==> src/l2bw_cfg.svh <==
// register map, field positions, reset values and rule overview of the L2 RAM arbiter
//
// Overview of operation
// - grant by programmable priority plus contention counters
// - counter increments while held off by higher priority
// - counter at threshold forces a grant
// - equal CPU and DMA priorities share bandwidth equally
// - every non-CPU request arbitrates as DMA
// - drained slave DMA port drops to priority seven
`ifndef L2BW_CFG_SVH
`define L2BW_CFG_SVH

// ==========================================================
// byte offsets on the register bus
`define L2BW_CTRL_OFS 8'h00
`define L2BW_PRIO_OFS 8'h04
`define L2BW_MAX_WAIT_OFS 8'h08
`define L2BW_STAT_OFS 8'h0C
`define L2BW_CNT_OFS 8'h10

// ==========================================================
// field positions
`define L2BW_CTRL_EN_BIT 0
`define L2BW_PRIO_CPU_LSB 0
`define L2BW_PRIO_INTERNAL_LSB 4
`define L2BW_PRIO_SLAVE_LSB 8
`define L2BW_STAT_GNT_LSB 0
`define L2BW_STAT_FORCED_BIT 4
`define L2BW_STAT_EFF_LSB 8

// ==========================================================
// reset values and fixed levels
`define L2BW_CTRL_EN_RST 1'b1
`define L2BW_CPU_PRI_RST 3'h1
`define L2BW_INTERNAL_PRI_RST 3'h0
`define L2BW_SLAVE_PRI_RST 3'h0
`define L2BW_MAX_WAIT_RST 8'h10
`define L2BW_DRAINED_PRI 3'h7

`endif

==> src/l2bw_pkg.sv <==
// types shared by the L2 RAM arbiter files
package l2bw_pkg;
  typedef logic [2:0] prio_t;
  typedef enum logic [1:0] {
    REQ_CPU = 2'b00,
    REQ_INTERNAL_DMA = 2'b01,
    REQ_SLAVE_DMA_PORT = 2'b10
  } req_id_t;
endpackage

==> src/contention_counter.sv <==
// per-request contention cycle counter with threshold compare
`timescale 1ns/1ns
`default_nettype none
module contention_counter #(
  parameter int CNT_W = 8
) (
  input wire logic clk_in, // system clock
  input wire logic rst_n_in, // synchronous reset, active low
  input wire logic req_in, // request pending
  input wire logic gnt_in, // request granted this cycle
  input wire logic blocked_in, // held off by a higher priority
  input wire logic [CNT_W-1:0] thr_in, // max wait threshold
  output logic [CNT_W-1:0] count_out, // current count
  output logic at_max_out // threshold reached
);
  logic [CNT_W-1:0] count_q;
  logic [CNT_W-1:0] count_d;
  wire clear = gnt_in | ~req_in;
  wire bump = blocked_in & ~at_max_out;

  // saturating at the threshold keeps the force flag steady until served
  assign at_max_out = req_in & (count_q >= thr_in);
  assign count_d = clear ? '0 : (bump ? count_q + 1'b1 : count_q);
  assign count_out = count_q;

  always_ff @(posedge clk_in) begin
    if (!rst_n_in) count_q <= '0;
    else count_q <= count_d;
  end

  AST_CNT_STEP: assert property (@(posedge clk_in) disable iff (!rst_n_in)
    blocked_in && !at_max_out && !gnt_in |=> count_q == $past(count_q) + 1'b1)
    else $error("contention count did not step while blocked");
endmodule
`default_nettype wire

==> src/l2_ram_bandwidth_arbiter.sv <==
// bandwidth arbiter sharing L2 RAM between CPU and DMA requesters
`timescale 1ns/1ns
`default_nettype none
`include "l2bw_cfg.svh"
module l2_ram_bandwidth_arbiter
  import l2bw_pkg::*;
#(
  parameter int CNT_W = 8
) (
  input wire logic CLK_IN, // 125 MHz system clock
  input wire logic RST_N_IN, // synchronous reset, active low
  input wire logic CYC_IN, // wishbone cycle
  input wire logic STB_IN, // wishbone strobe
  input wire logic WE_IN, // wishbone write enable
  input wire logic [7:0] ADR_IN, // wishbone byte address
  input wire logic [3:0] SEL_IN, // wishbone byte enables
  input wire logic [31:0] DAT_IN, // wishbone write data
  output logic [31:0] DAT_OUT, // wishbone read data
  output logic ACK_OUT, // wishbone acknowledge
  input wire logic CPU_REQ_IN, // CPU request pending
  input wire logic INTERNAL_DMA_REQ_IN, // internal DMA request pending
  input wire logic SLAVE_DMA_PORT_REQ_IN, // system master request pending
  input wire logic SLAVE_DMA_PORT_DRAINED_IN, // port has sent all commands
  output logic CPU_GNT_OUT, // CPU granted this cycle
  output logic INTERNAL_DMA_GNT_OUT, // internal DMA granted this cycle
  output logic SLAVE_DMA_PORT_GNT_OUT // system master granted this cycle
);
  // ==========================================================
  // parameter check
  if (CNT_W < 1 || CNT_W > 8) begin : g_bad_w
    $error("CNT_W must lie in 1..8");
  end

  // ==========================================================
  // registers
  logic ctrl_en_q;
  prio_t cpu_pri_q;
  prio_t internal_dma_pri_q;
  prio_t slave_port_pri_q;
  logic [CNT_W-1:0] max_wait_q;
  logic ack_q;
  logic [31:0] rdat_q;
  logic [1:0] last_q;
  logic forced_q;

  wire [7:0] adr_w = {ADR_IN[7:2], 2'b00};
  wire bus_req = CYC_IN & STB_IN;
  // the write strobe waits for ack so every access lands exactly once
  wire wr_fire = bus_req & WE_IN & ack_q;
  wire sel_ctrl = adr_w == `L2BW_CTRL_OFS;
  wire sel_prio = adr_w == `L2BW_PRIO_OFS;
  wire sel_mw = adr_w == `L2BW_MAX_WAIT_OFS;
  wire sel_stat = adr_w == `L2BW_STAT_OFS;
  wire sel_cnt = adr_w == `L2BW_CNT_OFS;

  // ==========================================================
  // arbitration
  prio_t eff [3];
  // enable low masks every request, so the counters fall back to zero too
  wire [2:0] req = {SLAVE_DMA_PORT_REQ_IN, INTERNAL_DMA_REQ_IN, CPU_REQ_IN} & {3{ctrl_en_q}};
  logic [2:0] higher;
  logic [2:0] at_max;
  logic [2:0] gnt;
  logic [CNT_W-1:0] cnt [3];
  logic [23:0] cnt_rd;

  assign eff[0] = cpu_pri_q;
  assign eff[1] = internal_dma_pri_q;
  // drained port competes at the fixed level seven instead of its programmed level
  assign eff[2] = SLAVE_DMA_PORT_DRAINED_IN ? `L2BW_DRAINED_PRI : slave_port_pri_q;

  // rotating pick keeps equal levels fair instead of always favouring the CPU
  function automatic logic [2:0] pick(input logic [2:0] m, input logic [1:0] last);
    logic [2:0] r;
    int idx;
    r = 3'h0;
    for (int k = 3; k >= 1; k--) begin
      idx = (int'(last) + k) % 3;
      if (m[idx]) r = 3'(1 << idx);
    end
    return r;
  endfunction

  // a starved requester pre-empts priority so nobody waits forever
  wire [2:0] starve = req & at_max;
  wire forced = |starve;
  wire [2:0] cand = forced ? starve : (req & ~higher);
  assign gnt = pick(cand, last_q);

  // one counter per requester, saturating at the threshold
  for (genvar i = 0; i < 3; i++) begin : g_req
    assign higher[i] = (req[0] && eff[0] < eff[i]) || (req[1] && eff[1] < eff[i])
                       || (req[2] && eff[2] < eff[i]);
    contention_counter #(.CNT_W(CNT_W)) u_cnt (
      .clk_in(CLK_IN),
      .rst_n_in(RST_N_IN),
      .req_in(req[i]),
      .gnt_in(gnt[i]),
      .blocked_in(req[i] & ~gnt[i] & higher[i]),
      .thr_in(max_wait_q),
      .count_out(cnt[i]),
      .at_max_out(at_max[i])
    );
    assign cnt_rd[i*8 +: 8] = 8'(cnt[i]);
  end

  assign CPU_GNT_OUT = gnt[0];
  assign INTERNAL_DMA_GNT_OUT = gnt[1];
  assign SLAVE_DMA_PORT_GNT_OUT = gnt[2];

  // status shows only the latest winner; earlier grants are not kept
  wire [1:0] gnt_idx = gnt[2] ? 2'h2 : (gnt[1] ? 2'h1 : 2'h0);

  always_ff @(posedge CLK_IN) begin
    if (!RST_N_IN) begin
      last_q <= REQ_SLAVE_DMA_PORT;
      forced_q <= 1'b0;
    end else if (|gnt) begin
      last_q <= gnt_idx;
      forced_q <= forced;
    end
  end

  // ==========================================================
  // register bus slave
  // reads are latched at the request edge; writes land on the acknowledged edge
  wire [31:0] ctrl_word = {31'h0, ctrl_en_q};
  wire [31:0] prio_word = {21'h0, slave_port_pri_q, 1'b0, internal_dma_pri_q, 1'b0, cpu_pri_q};
  wire [31:0] mw_word = {24'h0, 8'(max_wait_q)};
  wire [31:0] stat_word = {21'h0, eff[2], 3'h0, forced_q, 2'h0, last_q};
  wire [31:0] cnt_word = {8'h0, cnt_rd};
  wire [31:0] rd_mux = sel_ctrl ? ctrl_word
    : sel_prio ? prio_word
    : sel_mw ? mw_word
    : sel_stat ? stat_word
    : sel_cnt ? cnt_word
    : 32'h0;

  always_ff @(posedge CLK_IN) begin
    if (!RST_N_IN) begin
      ack_q <= 1'b0;
      rdat_q <= 32'h0;
    end else begin
      ack_q <= bus_req & ~ack_q;
      if (bus_req & ~ack_q) rdat_q <= rd_mux;
    end
  end

  always_ff @(posedge CLK_IN) begin
    if (!RST_N_IN) begin
      ctrl_en_q <= `L2BW_CTRL_EN_RST;
      cpu_pri_q <= `L2BW_CPU_PRI_RST;
      internal_dma_pri_q <= `L2BW_INTERNAL_PRI_RST;
      slave_port_pri_q <= `L2BW_SLAVE_PRI_RST;
      max_wait_q <= CNT_W'(`L2BW_MAX_WAIT_RST);
    end else if (wr_fire) begin
      if (sel_ctrl && SEL_IN[0]) ctrl_en_q <= DAT_IN[`L2BW_CTRL_EN_BIT];
      if (sel_prio && SEL_IN[0]) cpu_pri_q <= DAT_IN[`L2BW_PRIO_CPU_LSB +: 3];
      if (sel_prio && SEL_IN[0]) internal_dma_pri_q <= DAT_IN[`L2BW_PRIO_INTERNAL_LSB +: 3];
      if (sel_prio && SEL_IN[1]) slave_port_pri_q <= DAT_IN[`L2BW_PRIO_SLAVE_LSB +: 3];
      if (sel_mw && SEL_IN[0]) max_wait_q <= DAT_IN[CNT_W-1:0];
    end
  end

  assign ACK_OUT = ack_q;
  assign DAT_OUT = rdat_q;

  // ==========================================================
  // checks
  AST_PRIO_ORDER: assert property (@(posedge CLK_IN) disable iff (!RST_N_IN)
    !forced |-> (gnt & higher) == 3'h0)
    else $error("lower priority granted without forced grant");

  AST_FORCED_GNT: assert property (@(posedge CLK_IN) disable iff (!RST_N_IN)
    forced |-> (gnt & starve) != 3'h0)
    else $error("starved request not granted");

  AST_EQUAL_SHARE: assert property (@(posedge CLK_IN) disable iff (!RST_N_IN)
    (!forced && gnt[0] && req[1] && !higher[1]) ##1
    (!forced && req[0] && req[1] && !higher[0] && !higher[1]) |-> !gnt[0])
    else $error("CPU granted twice over an equal DMA request");

  AST_GNT_LEGAL: assert property (@(posedge CLK_IN) disable iff (!RST_N_IN)
    $onehot0(gnt) && (gnt & ~req) == 3'h0 && (|req == |gnt))
    else $error("grant not one-hot or not to a requester");

  AST_DRAINED_LOW: assert property (@(posedge CLK_IN) disable iff (!RST_N_IN)
    SLAVE_DMA_PORT_DRAINED_IN && req[0] && cpu_pri_q != 3'h7 && !forced
    |-> !SLAVE_DMA_PORT_GNT_OUT)
    else $error("drained slave port beat the CPU");

  AST_MAX_WAIT_THRESHOLD_WR: assert property (@(posedge CLK_IN) disable iff (!RST_N_IN)
    wr_fire && sel_mw && SEL_IN[0] |=> max_wait_q == $past(DAT_IN[CNT_W-1:0]))
    else $error("max wait threshold write lost");

  AST_DISABLED_IDLE: assert property (@(posedge CLK_IN) disable iff (!RST_N_IN)
    !ctrl_en_q
    |-> gnt == 3'h0)
    else $error("grant given while arbitration disabled");

  AST_FORCED_STATUS: assert property (@(posedge CLK_IN) disable iff (!RST_N_IN)
    (|gnt)
    |=> forced_q == $past(forced))
    else $error("forced grant status not recorded");

  AST_GNT_CLEARS: assert property (@(posedge CLK_IN) disable iff (!RST_N_IN)
    gnt[0]
    |=> cnt[0] == '0)
    else $error("CPU contention count kept after its grant");

  AST_ACK_PULSE: assert property (@(posedge CLK_IN) disable iff (!RST_N_IN)
    ack_q
    |=> !ack_q)
    else $error("acknowledge held longer than one cycle");

  AST_PRIO_WR: assert property (@(posedge CLK_IN) disable iff (!RST_N_IN)
    wr_fire && sel_prio && SEL_IN[0]
    |=> cpu_pri_q == $past(DAT_IN[`L2BW_PRIO_CPU_LSB +: 3]))
    else $error("CPU priority write lost");
endmodule
`default_nettype wire

==> config.mk <==
export PLATFORM = sky130hd
export DESIGN_NAME = l2_ram_bandwidth_arbiter
export DESIGN_NICKNAME = d
export VERILOG_FILES = /design/src/l2bw_pkg.sv /design/src/contention_counter.sv /design/src/l2_ram_bandwidth_arbiter.sv
export VERILOG_INCLUDE_DIRS = /design/src
export SDC_FILE = /design/constraint.sdc
export NUM_CORES = 1
export LEC_CHECK = 0
export BUFFER_PORTS_ARGS = -buffer_cell sky130_fd_sc_hd__buf_2
export CAP_MARGIN = 20
export CORE_MARGIN = 4
export CORE_UTILIZATION = 30
export CTS_CLUSTER_DIAMETER = 40
export DETAILED_ROUTE_END_ITERATION = 16
export GPL_TIMING_DRIVEN = 0
export SYNTH_ARGS = -nofsm -noshare
export SYNTH_HDL_FRONTEND = slang
export SYNTH_HIERARCHICAL = 1
export SYNTH_SLANG_ARGS = --single-unit
==> constraint.sdc <==
create_clock -name CLK_IN -period 5.22 [get_ports CLK_IN]
set_clock_uncertainty 0.05 [all_clocks]
set_input_delay 1.044 -clock CLK_IN [delete_from_list [all_inputs] [get_ports CLK_IN]]
set_output_delay 1.044 -clock CLK_IN [all_outputs]
set_load 0.005 [all_outputs]
==> out/qor.yml <==
die:
  ios: 89
  chipWidth_um: 129
  core_um2: 14100
  initial_core_util: 0.311
  fp-row-count: 43
  die_y_um: 129
  dieArea_um2: 16600
synth:
  netlist_top_cells_area: "dfxtp_1 (32%), ha_1 (11%), a21oi_1 (6.3%)"
  ys_warn_count: 6
  ys_ff_latch: 70
  synth_mux_area_frac: 0.0482
  synth.top_cell.area_share: 0.319
  synth_adder_area_share: 0.108
  synth_edf_count: 0
  synth_top_family_by_area: "simple AND/OR/NAND/NOR gates"
  avgSynthCellArea_um2: 8.23
  async_flop_share: 0
  synthXorXnorAreaFrac: 0.00399
  yosys.area.top_type: "dfxtp_1"
  yosysUniqueCellTypes: 63
  syn-cell-area_um2: 4390
  synth-main-ff-cell: "dfxtp_1"
  yosysSeqAreaShare: 0.319
  synth-simple-area-share: 0.224
  syn_inst: 533
  synth_compound_area_frac: 0.223
global_route:
  grt_pass1_vias: 4126
  antenna_found_initial: 0
  use_met1: 0.198
  grt-ovfl-total: 0
  grt_pass1_wl_um: 20500
  use_met3: 0.0257
  grtUsageMet2: 0.254
  grtUsageTotal: 0.153
  top_usage_layer: "met2"
  grt_max_degree: 14
worst_setup_path:
  crit_path_start: "max_wait_q[5]"
  crit_arrival_ps: 3950
  reg2reg_slack_ps: 360
  cp.required_ps: 4130
  end_kind: "output pin"
  cp_max_fo: 13
  cp-start-kind: "flop"
  path_class: "reg2out"
  r2r_start: "max_wait_q[5]"
timing:
  period_share: 0.966
  maxSlewViolCount: 0
  finalHoldViolCount: 0
  rsz0062_at_grt: "false"
  worst_pin_slew_ps: 1130
  max-slew-margin-rel: 0.240
  fin_tns_setup_ps: 0
  setup_viol: 0
  fmax_mhz: 198
  post-route-min-period_ps: 5040
power_and_ir_drop:
  power.switching_mw: 0.463
  powerDensity_nw_per_um2: 294
  p_comb_frac: 0.229
  p_clk_frac: 0.405
  p_seq_frac: 0.366
  vdd_ir_drop_max_mv: 0.121
  power.internal_mw: 1.08
  switching_share: 0.301
  power_leakage_nw: 2.14
  totalPowerFinal_mw: 1.54
detailed_routing:
  drt-initial-drc-count: 286
  route.vias.total: 4267
  wl_per_cell_um: 16.1
  drt-total-wl_um: 12800
  ant_nets: 0
  vias_per_cell: 5.39
  drc: 0
  first_pass_iters: 5
final_layout:
  final_cell_count_no_fill: 792
  final_nets: 698
  drive_gt1_frac: 0.190
  design_area_um2: 5240
  num_antenna_cells: 0
  syn_to_final_growth_pct: 19.5
outcome:
  status: "completed"
clock_network:
  path_clk_slew_ps: 60
  numCtsBuffers: 9
  cts_hold_buf: 0
  tritoncts: "done"
  cts_root_buf: "clkbuf_16"
  cts.sinks: 70
  worst_skew_pair.late_latency_ps: 340
  cts-htree-levels: 3
  cts_buffer_depth: 2
placement:
  port_buffers: 54
  place_area_um2: 4910
  hpwl_um: 9900
  place_inst: 774
  place_congestion: 0.874
run:
  cap_violations: 0
worst_hold_path:
  hold_path.class: "reg2reg"
  hold_path.startpoint: "DAT_OUT[23]"
-- metal layers --
metal | share of wire | vias up
met5 | 0 | -
li1 | - | 2098
met1 | 0.45 | 1994
met2 | 0.47 | 149
met4 | 0.026 | 0
met3 | 0.053 | 26
-- sequential cells by signal, summed over array words and instances (netlist names) --
register and cells:
ctrl_en_q 1, internal_dma_pri_q 3, g_req.u_cnt/count_out 24, DAT_OUT 24, last_q 2, cpu_pri_q 3, slave_port_pri_q 3, max_wait_q 8
ACK_OUT 1, forced_q 1
-- metrics by stage --
stage / utilization / hold WS, ps / setup slack (ps)
4_1_cts: 0.370 / 406 / 13.6
3_3_place_gp: 0.348 / 392 / -188
6_report: 0.372 / 403 / 178
5_1_grt: 0.372 / 423 / 47.6
3_5_place_dp: 0.348 / 399 / -323
2_1_floorplan: - / 398 / 713
-- worst paths after layout --
check,end,cells after the start
worst max register to register,g_req[0].u_cnt/count_out[7],18
worst min-delay path,DAT_OUT[23],2
worst max-delay path,INTERNAL_DMA_GNT_OUT,15
worst min register to register,DAT_OUT[23],2
-- cells in the mapped netlist, drive strengths merged (3+ instances only) --
cell type,number
buf,15
o2111a,3
nor3b,3
or2,5
nor2,45
a22oi,6
or3,10
nor3,12
clkbuf,11
ha,38
inv,47
nor4,3
or4,11
a211oi,6
o31ai,9
and2,4
a21o,3
mux2i,20
and3,7
o21ai,32
nand2,40
nand3,22
a221o,3
a222oi,3
dfxtp,70
a221oi,4
a21oi,56
a311oi,3
nand3b,4
nand4,15
-- critical path, stage by stage (launching register included) --
cell       delay [ps]
dfxtp_1           440
inv_1              80
ha_1              300
and3_4            190
a221o_1           360
a22oi_2           190
inv_2              90
buf_4             200
a22oi_2           200
a2bb2oi_2         210
o2bb2ai_1         120
or4_1             470
o211a_1           170
o22ai_1           160
a22o_2            250
buf_2             140
-- cell usage in the layout (no fill, tap or decap), drive strengths merged, types with 3 or more instances in the layout --
cell type	n
a311oi	3
o31ai	9
nand4	15
or2	5
a211oi	6
a21oi	56
nor3b	3
ha	38
a221oi	4
conb	8
nand3	22
inv	47
o21ai	32
a21o	3
clkinv	4
and2	4
clkbuf	21
nor3	12
buf	71
or4	11
nand2	40
a22oi	6
a222oi	3
mux2i	20
a221o	3
or3	10
o2111a	3
nor2	45
dfxtp	70
and3	7
nand3b	4
nor4	3
-- repair_timing --
action	4_1_cts	5_1_grt
pin swaps	0	1
gates resized for setup	2	2
endpoints found under the setup margin	4	6
buffers inserted	0	2
endpoints found under the hold margin	0	0
-- layout make-up --
class / instances / area [um^2]
Timing Repair Buffer: 56 / 285
Clock buffer: 10 / 239
Clock inverter: 6 / 61.3
Sequential cell: 70 / 1400
Inverter: 47 / 176
Buffer: 26 / 140
Fill cell: 1488 / 8850
Multi-Input combinational cell: 397 / 2710
Tap cell: 180 / 225
-- power by group through the flow --
stage               Combinational, mW  Clock (mW)  Sequential [mW]
global placement                0.316           0            0.574
CTS                             0.329       0.629            0.563
global route                    0.383       0.656            0.565
finish                          0.352       0.624            0.563
detailed placement              0.324           0            0.575
floorplan                       0.230           0            0.571
-- cell families after synthesis --
logic type / after synthesis
AND/OR/NAND/NOR: 187
AO/OA/AOI/OAI: 141
buffers and inverters: 73
flip-flops: 70
adder cells (fa/ha/maj): 38
multiplexers: 21
XOR/XNOR: 2
other: 1
No activity file was read; power rests on OpenSTA's default activity.
